$ cat src/logic/ubc_defs.svh
// Constants of the bulk-only command decoder: offsets, codes, sizes.
// Assumes inclusion by bare name from the decoder module.
`ifndef UBC_DEFS_SVH
`define UBC_DEFS_SVH
// Command wrapper size in bytes, status wrapper last byte index
`define UBC_CMD_LEN      5'd31
`define UBC_CSW_LAST     4'd12
// Signatures, as 32-bit values sent low byte first
`define UBC_CBW_SIG      32'h43425355
`define UBC_CSW_SIG      32'h53425355
// Byte offsets inside the command wrapper
`define UBC_OFS_TAG      4
`define UBC_OFS_LEN      8
`define UBC_OFS_FLAGS    12
`define UBC_OFS_CBLEN    14
`define UBC_OFS_CB       15
`define UBC_OFS_VTAG     29
`define UBC_DIR_BIT      7
`define UBC_CBLEN_MAX    8'h10
// Command block indices (offset minus 15)
`define UBC_CB_ADDR      4'd2
`define UBC_CB_TGT       4'd6
`define UBC_CB_SECT      4'd7
// Status codes
`define UBC_ST_PASS      8'h00
`define UBC_ST_FAIL      8'h01
`define UBC_ST_PHASE     8'h02
// Operation codes
`define UBC_OP_VERSION   16'hf010
`define UBC_OP_FL_READ   16'hfd28
`define UBC_OP_FL_WRITE  16'hfd2a
`define UBC_OP_FL_SECT   16'hfd20
`define UBC_OP_FL_CHIP   16'hfdff
`define UBC_NIB_HC_WR    4'he
`define UBC_NIB_HC_RD    4'hd
`define UBC_TGT_NOR      8'h06
// Sizes
`define UBC_SECT_SHIFT   9
`define UBC_SECT_ERASE   32'h00010000
`define UBC_CHIP_ERASE   32'h00400000
`define UBC_VER_LAST     4'd10
`endif

$ cat src/logic/ubc_pkg.sv
// Types shared by the bulk-only command decoder.
// Assumes nothing beyond a SystemVerilog compiler.
package ubc_pkg;
    // Controller states, one-hot
    typedef enum logic [5:0] {
        UBC_IDLE   = 6'b000001,
        UBC_CHECK  = 6'b000010,
        UBC_EXEC   = 6'b000100,
        UBC_DATA   = 6'b001000,
        UBC_WAIT   = 6'b010000,
        UBC_STATUS = 6'b100000
    } ubc_state_e;
    // Operation handed to the flash engine
    typedef enum logic [1:0] {
        UBC_FL_READ  = 2'h0,
        UBC_FL_WRITE = 2'h1,
        UBC_FL_SECT  = 2'h2,
        UBC_FL_CHIP  = 2'h3
    } ubc_fop_e;
endpackage

$ cat src/logic/ubc_decoder.sv
// Bulk-only command decoder: takes command wrappers from bulk-out,
// runs vendor commands, moves data, answers with a status wrapper.
// Assumes packet engine, flash engine and host-controller path on
// the same clock; streams handshake with valid/ready, the flash engine with start/done.
//
// How it works
// - Wrapper is one 31-byte short packet
// - Accept only signature 43425355h
// - Keep the host tag per command
// - Zero length: no data, ignore direction
// - Flag bit 7 gives data direction
// - Command length only 1 to 16
// - Ignore command bytes past length
// - Status is one 13-byte short packet
// - Status signature is 53425355h
// - Status tag echoes command tag
// - Residue is expected minus moved bytes
// - Status codes 00h, 01h, 02h only
// - FD 20 erases a 64K sector
// - FD FF erases whole 4M flash
// - Ex xx forwards data to controller
// - Dx xx fetches data from controller
// - F0 10 returns 11 version bytes
// - Flash address and length high first
// - Flash target byte must be 06h
// - Flash length counts 512-byte sectors
// - FD 2A programs data-out bytes
// - Bytes 29-30 carry vendor tag
`timescale 1ns/10ps
`include "ubc_defs.svh"

module ubc_decoder #(
    parameter logic [87:0] VERSION_INFO = 88'h0 // Arbitrary value
) (
    // Clock and reset
    input  wire logic              sys_clk_in,
    input  wire logic              rst_n_in,
    // Bulk-out byte stream
    input  wire logic [7:0]        bo_data_in,
    input  wire logic              bo_valid_in,
    input  wire logic              bo_last_in,
    output logic                   bo_ready_out,
    // Bulk-in byte stream
    output logic [7:0]             bi_data_out,
    output logic                   bi_valid_out,
    output logic                   bi_last_out,
    input  wire logic              bi_ready_in,
    // Flash engine
    output logic                   fl_start_out,
    output ubc_pkg::ubc_fop_e      fl_op_out,
    output logic [31:0]            fl_addr_out,
    output logic [31:0]            fl_bytes_out,
    input  wire logic              fl_done_in,
    input  wire logic              fl_ok_in,
    // Host-controller path
    output logic                   hc_start_out,
    output logic                   hc_write_out,
    output logic [15:0]            hc_opcode_out,
    // Payload toward flash or controller
    output logic [7:0]             po_data_out,
    output logic                   po_valid_out,
    input  wire logic              po_ready_in,
    // Payload from flash or controller
    input  wire logic [7:0]        pi_data_in,
    input  wire logic              pi_valid_in,
    input  wire logic              pi_last_in,
    output logic                   pi_ready_out,
    // Status
    output logic [15:0]            vendor_tag_out,
    output logic                   busy_out,
    output logic                   drop_out
);
    import ubc_pkg::*;

    // ==========================================================
    // Storage and fields
    // ==========================================================
    ubc_state_e  state;            // Controller state
    ubc_state_e  next_state;       // Its next value
    logic [7:0]  cbw [0:30];       // Received wrapper bytes
    logic [4:0]  rx_cnt;           // Bytes received so far
    logic        rx_over;          // Packet ran past 31 bytes
    logic [31:0] cnt;              // Data bytes moved
    logic [3:0]  csw_idx;          // Status byte index
    logic [7:0]  st_code;          // Status code held
    logic        mv_in;            // Data phase is device-to-host
    logic        src_ver;          // Data-in from version table
    logic        bi_free;          // Bulk-in register can load
    logic        po_free;          // Payload-out register can load
    logic        take_in;          // Data-in byte taken
    logic        take_out;         // Data-out byte taken
    logic        take_last;        // Taken byte ends data phase
    logic [7:0]  in_byte;          // Data-in byte selected
    logic [7:0]  csw_byte;         // Status byte selected
    logic [103:0] csw_vec;         // Whole status wrapper, byte 0 low
    logic [31:0] sig;              // Wrapper signature
    logic [31:0] tag;              // Host tag
    logic [31:0] xlen;             // Expected transfer length
    logic [31:0] residue;          // Expected minus moved
    logic [15:0] opcode;           // Vendor operation code
    logic        cblen_ok;         // Command length legal
    logic        d_in;             // Command wants data-in
    logic        d_out;            // Command wants data-out
    logic        d_ver;            // Version query
    logic        d_fl;             // Flash command
    logic        d_hc;             // Controller pass-through
    logic        d_erase;          // Flash erase
    ubc_fop_e    d_fop;            // Flash operation
    logic [7:0]  d_st;             // Decoded status

    // Command block byte, zero past the valid length
    function automatic logic [7:0] cb_byte(input logic [3:0] idx);
        cb_byte = ({1'b0, idx} < cbw[`UBC_OFS_CBLEN][4:0]) ? cbw[`UBC_OFS_CB + idx] : 8'h00;
    endfunction

    // Wrapper fields, low byte first; opcode high byte first
    assign sig     = {cbw[3], cbw[2], cbw[1], cbw[0]};
    assign tag     = {cbw[`UBC_OFS_TAG+3], cbw[`UBC_OFS_TAG+2],
                      cbw[`UBC_OFS_TAG+1], cbw[`UBC_OFS_TAG]};
    assign xlen    = {cbw[`UBC_OFS_LEN+3], cbw[`UBC_OFS_LEN+2],
                      cbw[`UBC_OFS_LEN+1], cbw[`UBC_OFS_LEN]};
    assign opcode  = {cb_byte(4'd0), cb_byte(4'd1)};
    assign cblen_ok = (cbw[`UBC_OFS_CBLEN] != 8'h00) &&
                      (cbw[`UBC_OFS_CBLEN] <= `UBC_CBLEN_MAX);
    // never above expected, since cnt stops at xlen
    assign residue = xlen - cnt;
    assign busy_out = (state != UBC_IDLE);

    // ==========================================================
    // Command decode
    // ==========================================================
    // Classify the operation; bits 6..0 of flags and the unit
    // number are the host's to keep zero and are not checked.
    always_comb begin
        d_in    = 1'b0;
        d_out   = 1'b0;
        d_ver   = 1'b0;
        d_fl    = 1'b0;
        d_hc    = 1'b0;
        d_erase = 1'b0;
        d_fop   = UBC_FL_READ;
        d_st    = `UBC_ST_PASS;
        if (opcode == `UBC_OP_VERSION) begin
            d_in  = 1'b1;
            d_ver = 1'b1;
        end else if (opcode == `UBC_OP_FL_READ) begin
            d_fl = 1'b1;
            d_in = 1'b1;
        end else if (opcode == `UBC_OP_FL_WRITE) begin
            d_fl  = 1'b1;
            d_out = 1'b1;
            d_fop = UBC_FL_WRITE;
        end else if (opcode == `UBC_OP_FL_SECT) begin
            d_fl    = 1'b1;
            d_erase = 1'b1;
            d_fop   = UBC_FL_SECT;
        end else if (opcode == `UBC_OP_FL_CHIP) begin
            d_fl    = 1'b1;
            d_erase = 1'b1;
            d_fop   = UBC_FL_CHIP;
        end else if (opcode[15:12] == `UBC_NIB_HC_WR) begin
            d_hc  = 1'b1;
            d_out = 1'b1;
        end else if (opcode[15:12] == `UBC_NIB_HC_RD) begin
            d_hc = 1'b1;
            d_in = 1'b1;
        end else begin
            d_st = `UBC_ST_FAIL;
        end
        if (d_fl && (cb_byte(`UBC_CB_TGT) != `UBC_TGT_NOR)) begin
            d_st = `UBC_ST_FAIL;
        end
        // direction must match; ignored when zero
        if ((d_st == `UBC_ST_PASS) && (xlen != 32'h0) &&
            ((d_in && !cbw[`UBC_OFS_FLAGS][`UBC_DIR_BIT]) ||
             (d_out && cbw[`UBC_OFS_FLAGS][`UBC_DIR_BIT]))) begin
            d_st = `UBC_ST_PHASE;
        end
    end

    // ==========================================================
    // Handshakes and next state
    // ==========================================================
    assign bi_free  = !bi_valid_out || bi_ready_in;
    assign po_free  = !po_valid_out || po_ready_in;
    assign in_byte  = src_ver ? VERSION_INFO[8*(`UBC_VER_LAST - cnt[3:0]) +: 8]
                              : pi_data_in;
    assign pi_ready_out = (state == UBC_DATA) && mv_in && !src_ver && bi_free;
    assign take_in  = (state == UBC_DATA) && mv_in && bi_free &&
                      (src_ver || pi_valid_in);
    assign take_out = (state == UBC_DATA) && !mv_in && po_free && bo_valid_in;
    // Stop at expected length or at the source's end
    assign take_last = (cnt + 32'h1 == xlen) ||
                       (take_out && bo_last_in) ||
                       (take_in && !src_ver && pi_last_in) ||
                       (take_in && src_ver && (cnt[3:0] == `UBC_VER_LAST));
    // Bulk-out is held off outside collection and data-out
    assign bo_ready_out = (state == UBC_IDLE) ||
                          ((state == UBC_DATA) && !mv_in && po_free);

    // Next state
    always_comb begin
        next_state = state;
        unique case (state)
            UBC_IDLE: begin
                // exactly 31 bytes in one packet
                if (bo_valid_in && bo_last_in && !rx_over &&
                    (rx_cnt == `UBC_CMD_LEN - 5'd1)) begin
                    next_state = UBC_CHECK;
                end
            end
            UBC_CHECK: begin
                // signature and drop on bad wrapper
                next_state = ((sig == `UBC_CBW_SIG) && cblen_ok) ? UBC_EXEC : UBC_IDLE;
            end
            UBC_EXEC: begin
                if (d_st != `UBC_ST_PASS) begin
                    next_state = UBC_STATUS;
                end else if (d_erase) begin
                    next_state = UBC_WAIT;
                end else if ((d_in || d_out) && (xlen != 32'h0)) begin
                    next_state = UBC_DATA;
                end else begin
                    next_state = UBC_STATUS;
                end
            end
            UBC_DATA:   next_state = ((take_in || take_out) && take_last) ? UBC_STATUS : state;
            UBC_WAIT:   next_state = fl_done_in ? UBC_STATUS : state;
            UBC_STATUS: next_state = (bi_free && (csw_idx == `UBC_CSW_LAST)) ? UBC_IDLE : state;
            default: next_state = UBC_IDLE;
        endcase
    end

    // State register
    always_ff @(posedge sys_clk_in) begin
        if (!rst_n_in) begin
            state <= UBC_IDLE;
        end else begin
            state <= next_state;
        end
    end

    // ==========================================================
    // Wrapper collection
    // ==========================================================
    // Bytes stored by position; a packet of any other size is
    // counted but never executed.
    always_ff @(posedge sys_clk_in) begin
        if (!rst_n_in) begin
            rx_cnt  <= 5'd0;
            rx_over <= 1'b0;
            for (int i = 0; i < 31; i++) begin
                cbw[i] <= 8'h00;
            end
        end else if ((state == UBC_IDLE) && bo_valid_in) begin
            if (!rx_over && (rx_cnt < `UBC_CMD_LEN)) begin
                cbw[rx_cnt] <= bo_data_in;
            end
            if (bo_last_in) begin
                rx_cnt  <= 5'd0;
                rx_over <= 1'b0;
            end else if (rx_cnt == `UBC_CMD_LEN - 5'd1) begin
                rx_over <= 1'b1;
            end else if (!rx_over) begin
                rx_cnt <= rx_cnt + 5'd1;
            end
        end
    end

    // Drop pulse on a discarded wrapper
    always_ff @(posedge sys_clk_in) begin
        if (!rst_n_in) begin
            drop_out <= 1'b0;
        end else begin
            drop_out <= ((state == UBC_IDLE) && bo_valid_in && bo_last_in &&
                         (rx_over || (rx_cnt != `UBC_CMD_LEN - 5'd1))) ||
                        ((state == UBC_CHECK) && (next_state == UBC_IDLE));
        end
    end

    // ==========================================================
    // Execution
    // ==========================================================
    // Latch the decode outcome and start the engines
    always_ff @(posedge sys_clk_in) begin
        if (!rst_n_in) begin
            st_code        <= `UBC_ST_PASS;
            mv_in          <= 1'b0;
            src_ver        <= 1'b0;
            fl_start_out   <= 1'b0;
            fl_op_out      <= UBC_FL_READ;
            fl_addr_out    <= 32'h0;
            fl_bytes_out   <= 32'h0;
            hc_start_out   <= 1'b0;
            hc_write_out   <= 1'b0;
            hc_opcode_out  <= 16'h0;
            vendor_tag_out <= 16'h0;
        end else begin
            fl_start_out <= 1'b0;
            hc_start_out <= 1'b0;
            if (state == UBC_EXEC) begin
                // only the three codes are produced
                st_code <= d_st;
                mv_in   <= d_in;
                src_ver <= d_ver;
                vendor_tag_out <= {cbw[`UBC_OFS_VTAG], cbw[`UBC_OFS_VTAG+1]};
                if (d_st == `UBC_ST_PASS) begin
                    fl_start_out <= d_fl;
                    hc_start_out <= d_hc;
                end
                hc_write_out  <= d_out;
                hc_opcode_out <= opcode;
                fl_op_out     <= d_fop;
                fl_addr_out <= {cb_byte(`UBC_CB_ADDR), cb_byte(`UBC_CB_ADDR + 4'd1),
                                cb_byte(`UBC_CB_ADDR + 4'd2),
                                cb_byte(`UBC_CB_ADDR + 4'd3)};
                if (d_fop == UBC_FL_SECT) begin
                    fl_bytes_out <= `UBC_SECT_ERASE;
                end else if (d_fop == UBC_FL_CHIP) begin
                    fl_bytes_out <= `UBC_CHIP_ERASE;
                end else begin
                    fl_bytes_out <= {7'h0, cb_byte(`UBC_CB_SECT),
                                     cb_byte(`UBC_CB_SECT + 4'd1),
                                     9'h0} >> (9 - `UBC_SECT_SHIFT);
                end
            end else if ((state == UBC_WAIT) && fl_done_in && !fl_ok_in) begin
                st_code <= `UBC_ST_FAIL;
            end
        end
    end

    // Data byte counter
    always_ff @(posedge sys_clk_in) begin
        if (!rst_n_in) begin
            cnt <= 32'h0;
        end else if (state == UBC_EXEC) begin
            cnt <= 32'h0;
        end else if (take_in || take_out) begin
            cnt <= cnt + 32'h1;
        end
    end

    // Payload-out register toward the engine
    always_ff @(posedge sys_clk_in) begin
        if (!rst_n_in) begin
            po_data_out  <= 8'h00;
            po_valid_out <= 1'b0;
        end else if (take_out) begin
            po_data_out  <= bo_data_in;
            po_valid_out <= 1'b1;
        end else if (po_ready_in) begin
            po_valid_out <= 1'b0;
        end
    end

    // ==========================================================
    // Bulk-in: data and status wrapper
    // ==========================================================
    // signature, tag, residue, code
    assign csw_vec  = {st_code, residue, tag, `UBC_CSW_SIG};
    // Index wraps to 0 after 12, so the select never leaves the vector
    assign csw_byte = csw_vec[8*csw_idx +: 8];

    // Output register; status starts after the data packet ends
    always_ff @(posedge sys_clk_in) begin
        if (!rst_n_in) begin
            bi_data_out  <= 8'h00;
            bi_valid_out <= 1'b0;
            bi_last_out  <= 1'b0;
            csw_idx      <= 4'd0;
        end else if (take_in) begin
            bi_data_out  <= in_byte;
            bi_valid_out <= 1'b1;
            bi_last_out  <= take_last;
        end else if ((state == UBC_STATUS) && bi_free) begin
            // 13 bytes, last marks the short packet
            bi_data_out  <= csw_byte;
            bi_valid_out <= 1'b1;
            bi_last_out  <= (csw_idx == `UBC_CSW_LAST);
            csw_idx      <= (csw_idx == `UBC_CSW_LAST) ? 4'd0 : csw_idx + 4'd1;
        end else if (bi_ready_in) begin
            bi_valid_out <= 1'b0;
            bi_last_out  <= 1'b0;
        end
    end
endmodule

$ cat config.mk
export PLATFORM = sky130hd
export DESIGN_NAME = ubc_decoder
export DESIGN_NICKNAME = d
export VERILOG_FILES = /design/src/logic/ubc_pkg.sv /design/src/logic/ubc_decoder.sv
export VERILOG_INCLUDE_DIRS = /design/src /design/src/logic
export SDC_FILE = /design/constraint.sdc
export NUM_CORES = 1
export LEC_CHECK = 0
export BUFFER_PORTS_ARGS = -buffer_cell sky130_fd_sc_hd__buf_2
export CORE_UTILIZATION = 54
export CTS_CLUSTER_SIZE = 12
export DETAILED_ROUTE_END_ITERATION = 16
export GPL_ROUTABILITY_DRIVEN = 1
export PLACE_DENSITY = 0.83
export SYNTH_ARGS = -nofsm -noshare
export SYNTH_HDL_FRONTEND = slang
export SYNTH_SLANG_ARGS = --single-unit
$ cat constraint.sdc
create_clock -name sys_clk_in -period 2.8 [get_ports sys_clk_in]
set_input_delay 0.56 -clock sys_clk_in [delete_from_list [all_inputs] [get_ports sys_clk_in]]
set_output_delay 0.56 -clock sys_clk_in [all_outputs]
set_load 0.05 [all_outputs]
Word-level counts from Yosys, hierarchy flattened
Memory sizes are Yosys's and may differ from the RTL's. A register that Yosys moved wholly into a read port is not among the register bits.
Index checks and enable logic that the tools add are counted.
{ "classes": {"n_mux": 83, "eq_ne": 26, "shifts": 2, "magnitude_cmp": 11, "add_sub_neg": 5, "bitwise": 4, "n_reduce_logical": 72} }
{ "op_table": {"columns": ["operator", "n"], "rows": [
  ["$mux 8", 17],
  ["$shiftx 104x8->8", 1],
  ["$shiftx 88x33->8 const A", 1],
  ["$eq 16x16->1 const B", 5],
  ["$mux 25", 2],
  ["$mux 1", 45],
  ["$mux 6", 7],
  ["$pmux 6 s6", 1],
  ["$logic_and 1x1->1", 34],
  ["$add 32x1->32 const B", 1],
  ["$eq 32x31->1 const B", 1],
  ["$eq 32x32->1", 1],
  ["$reduce_bool 32->1", 1],
  ["$sub 32x32->32", 1],
  ["$lt 3x5->1 const A", 4],
  ["$mux 5", 4],
  ["$eq 4x4->1 const B", 4],
  ["$logic_not 8->1", 2],
  ["$reduce_bool 8->1", 2],
  ["$reduce_or 8->1", 2],
  ["$eq 6x1->1 const B", 2],
  ["$logic_or 1x1->1", 12],
  ["$lt 1x5->1 const A", 2],
  ["$lt 2x5->1 const A", 2],
  ["other kinds (27)", 49]
]} }
{ "totals": {"out_inout_bits": 124, "input_bits": 26, "mem_bits_rw": 248, "wordCells": 225, "mem_count": 1, "register_bits": 163} }
{ "memory_table": {"columns": ["name", "depth", "word_bits", "read_ports", "rd_ports_with_merged_regs", "write_ports", "line", "text"], "rows": [
  ["cbw", 31, 8, 25, 2, 31, "ubc_decoder.sv:80", "logic [7:0] cbw [0:30];"]
]} }

Logic depth before layout (Yosys ltp)
An unclocked memory read counts as a cell.
{ "logic_depth": {"ltp_word": 22, "mapped_depth": 13, "mapped_depth_nobuf": 13} }

Worst setup path after synthesis
OpenSTA, ideal clock, no wires.
{ "synth_path": {"path_type": "register -> register", "startpoint": "register state[2]", "endpoint": "memory cbw[14][0], enable pin", "setup_ps": 384, "n_path_buf": 2, "required_time_ps": 2416, "path_stages_with_launch": 9, "t_arrival_ps": 2683, "slack_ps": -267, "period_less_slack_ps": 3067, "path_cell_list": "dfxtp_1 -> nor4_1 -> and3b_1 -> and2_1 -> nor4b_1 -> nand2_1 -> clkbuf_1 -> clkbuf_1 -> o21ai_0"} }
{ "synth_lines": {"columns": ["item", "line", "text"], "rows": [
  ["start, declared", "ubc_decoder.sv:78", "ubc_state_e state;"],
  ["start signal, assigned", "ubc_decoder.sv:239", "state <= next_state;"],
  ["end, declared", "ubc_decoder.sv:80", null]
]} }

==> flow_metrics.py <==
metrics = {
    "synth": {
        "synth_mux_area_share_pct": 1.36,
        "ys_ff_latch": 350,
        "ys_types": 86,
        "synthesis.area_mm2": 0.0172,
        "synth_top_family_by_area": "simple AND/OR/NAND/NOR gates",
        "synth-async-reset-ratio_pct": 0,
        "syn_inst": 1715,
        "avgSynthCellArea_um2": 10.0,
        "ys.flop_type": "edfxtp_1",
        "synth-compound-area-share_pct": 13.3,
        "yosysMostFrequentCell": "edfxtp_1",
        "yosysWarningCount": 0,
        "yosys.area.top_type": "edfxtp_1",
        "synth_xor_area_share_pct": 4.85,
        "synth_edf_count": 193,
        "ys_seq_area_share_pct": 52.1,
        "synth_simple_gate_area_share_pct": 21.3,
        "yosys-top-cells-count": "193 x edfxtp_1, 173 x and2_1, 157 x dfxtp_1",
        "ys_top_cells_by_area": "edfxtp_1 34%, dfxtp_1 18%, and2_1 6.3%",
        "synthAdderAreaFrac_pct": 3.11,
        "synth_top_cell_area_share_pct": 33.8,
    },
    "sta": {
        "rsz0062_at_grt": "yes",
        "period_share_pct": 102,
        "setup_viol": 6,
        "fin_ws_ns": -0.0442,
        "hold_violations": 0,
        "skew_ns": 0.0174,
        "max_freq_mhz": 352,
        "period_needed_ns": 2.84,
        "hold_ws_ns": 0.297,
        "drv_slew": 0,
        "tns_ns": -0.0643,
        "worstMarginPinSlew_ns": 1.05,
        "slew_headroom_pct": 30.1,
    },
    "floorplan": {
        "die_h_um": 180,
        "core_area_mm2": 0.0309,
        "start_util_pct": 55.5,
        "die_x_um": 180,
        "die-area_mm2": 0.0325,
        "num_rows": 64,
        "io_pins": 150,
    },
    "layout": {
        "regArea_mm2": 0.00896,
        "nFillCells": 2133,
        "instances_no_fill": 2459,
        "layout-drive-gt1-share_pct": 26.5,
        "area_delta_synth_final_pct": 25.4,
        "multi_input_area_mm2": 0.00814,
        "nets": 2100,
        "fin_util_pct": 69.6,
        "insertedDiodeCount": 0,
        "finish.instance_area_mm2": 0.0215,
    },
    "clocking": {
        "cts_sinks": 350,
        "cts_tree": "done",
        "path_clk_slew_ns": 0.06,
        "cts_inserted_buffers": 39,
        "clock_tree.buffer_depth": 3,
        "cts_hold_buf": 0,
        "root_buffer": "clkbuf_16",
        "clk_latency_ns": 0.53,
        "htreeDepth": 2,
    },
    "critical_path": {
        "timing.rr.start": "cbw[9][1]",
        "critPathLaunch": "cbw[9][1]",
        "setup.worst_path.class": "flip-flop to flip-flop",
        "worstPathMaxFanout": 4,
        "rr_worst_depth": 12,
        "r2r_end": "bi_data_out[0]",
        "cp-end-kind": "flip-flop",
        "crit_arrival_ns": 3.24,
        "cp-start-kind": "flip-flop",
        "crit_end": "bi_data_out[0]",
        "critPathRequiredTime_ns": 3.20,
        "reg2reg_slack_ns": -0.04,
    },
    "flow_run": {
        "max-cap-violations": 0,
    },
    "route": {
        "dr.pass1.iters": 6,
        "num_vias": 14900,
        "ant_nets": 0,
        "vias_per_cell": 6.05,
        "wl_per_cell_um": 20.6,
        "wirelength_mm": 50.7,
        "drt_iter0_drc": 1776,
        "drc_errors": 0,
    },
    "power_and_ir_drop": {
        "finalPower_mw": 11.4,
        "swShare_pct": 23.0,
        "power_leakage_nw": 8.48,
        "ir_worst_vdd_v": 0.000471,
        "pwr-share-clk_pct": 44.6,
        "p_switching_mw": 2.61,
        "p_seq_share_pct": 49.1,
        "power_density_mw_per_mm2": 528,
        "pwr-share-comb_pct": 6.4,
        "intPower_mw": 8.74,
    },
    "place": {
        "placed_cells": 2370,
        "dp_hpwl_mm": 34.1,
        "port_buffers": 133,
        "place_area_mm2": 0.0196,
        "place_congestion": 0.971,
        "place_ws_ns": -0.297,
    },
    "global_routing": {
        "grtUsageTotal_pct": 30.3,
        "grt_pass1_vias": 14100,
        "grt_max_degree": 60,
        "grt_pass1_wl_mm": 77.5,
        "overflow": 0,
        "grt_antenna_before_repair": 1,
    },
    "hold_path": {
        "hold_class": "input port to flip-flop",
    },
    "status": {
        "status": "finished, violations left",
        "violations": "setup timing",
    },
}
## cell families after synthesis
logic type | Yosys count
AO/OA/AOI/OAI | 348
XOR/XNOR | 95
adder cells (fa/ha/maj) | 42
buffers and inverters | 165
flip-flops | 350
multiplexers | 13
other | 1
AND/OR/NAND/NOR | 701
## flip-flops by register name, indices dropped and copies added (netlist names), 8 cells and up
signal          cells
cbw               193
cnt                32
fl_addr_out        32
fl_bytes_out       16
hc_opcode_out      16
vendor_tag_out     16
bi_data_out         8
po_data_out         8
## worst max-delay path, cell delays in order, from the launching register on
cell and delay [ns]:
edfxtp_1 0.43, ha_1 0.34, a21oi_1 0.18, o21a_1 0.18, o211ai_1 0.09, a221o_1 0.46, a21oi_2 0.15, o21a_1 0.20
o31ai_4 0.10, buf_6 0.14, buf_4 0.12, a221oi_2 0.23, a31oi_1 0.11
## final cells by class
type	count	area share, %
clock buffer	61	5.40
clock inverter	11	0.483
inverter	62	1.10
multi-input combinational	1215	37.8
sequential	350	41.6
tap	396	2.30
timing repair buffer	364	11.3
## per-layer routing
metal  up-vias  routed length (um)  global-route usage [%]
met3       115                5310                    4.97
met5         -                   0                       0
met1      7143               20300                    41.5
met2       883               23800                    50.1
li1       6743                   -                       -
met4         0                1190                    7.69
## repair_timing
item / 4_1_cts / 5_1_grt
buffers inserted: 11 / 8
endpoints found under the setup margin: 33 / 165
hold endpoints to repair: 0 / 0
pin swaps: 15 / 29
resized for setup: 34 / 91
## cells in the final DEF (no fill, tap or decap), types with 9 or more instances in the layout
master / netlist / routed
clkbuf_16: 0 / 42
buf_2: 5 / 132
dfxtp_2: 0 / 9
nand3_1: 42 / 37
a31oi_1: 12 / 12
nor2_1: 132 / 128
nor4_1: 28 / 19
buf_4: 16 / 229
nor3_1: 57 / 51
xnor2_1: 74 / 72
and3_1: 17 / 17
dfxtp_1: 157 / 145
nand4_1: 17 / 17
a22o_1: 59 / 59
a21oi_2: 1 / 11
nor4_2: 2 / 11
a21o_1: 14 / 14
and2_1: 173 / 171
edfxtp_1: 193 / 193
o21ai_1: 4 / 19
a21oi_1: 98 / 86
clkbuf_1: 74 / 15
xor2_1: 21 / 20
ha_4: 0 / 9
ha_1: 41 / 32
conb_1: 1 / 16
a211oi_1: 11 / 11
or3_1: 17 / 15
inv_1: 58 / 56
nand2_1: 152 / 152
o21ai_0: 79 / 57
## power groups by stage
stage / Combinational, mW / Clock (mW) / Sequential [mW]
detailed placement: 0.651 / 0 / 5.68
global placement: 0.638 / 0 / 5.67
CTS: 0.669 / 5.07 / 5.57
floorplan: 0.396 / 0 / 5.66
finish: 0.724 / 5.06 / 5.57
global route: 0.765 / 5.28 / 5.58
## how the worst min path moves through the flow
stage / endpoint / cells past startpoint / startpoint / slack [ns]
global route: po_data_out[7] / 3 / bo_data_in[7] / 0.30
detailed placement: fl_addr_out[20] / 1 / cbw[18][4] / 0.44
floorplan: fl_bytes_out[16] / 2 / cbw[23][7] / 0.42
finish: po_data_out[7] / 3 / bo_data_in[7] / 0.30
global placement: fl_bytes_out[22] / 2 / fl_bytes_out[22] / 0.44
CTS: po_data_out[7] / 3 / bo_data_in[7] / 0.28
(Power assumes the default switching activity.)
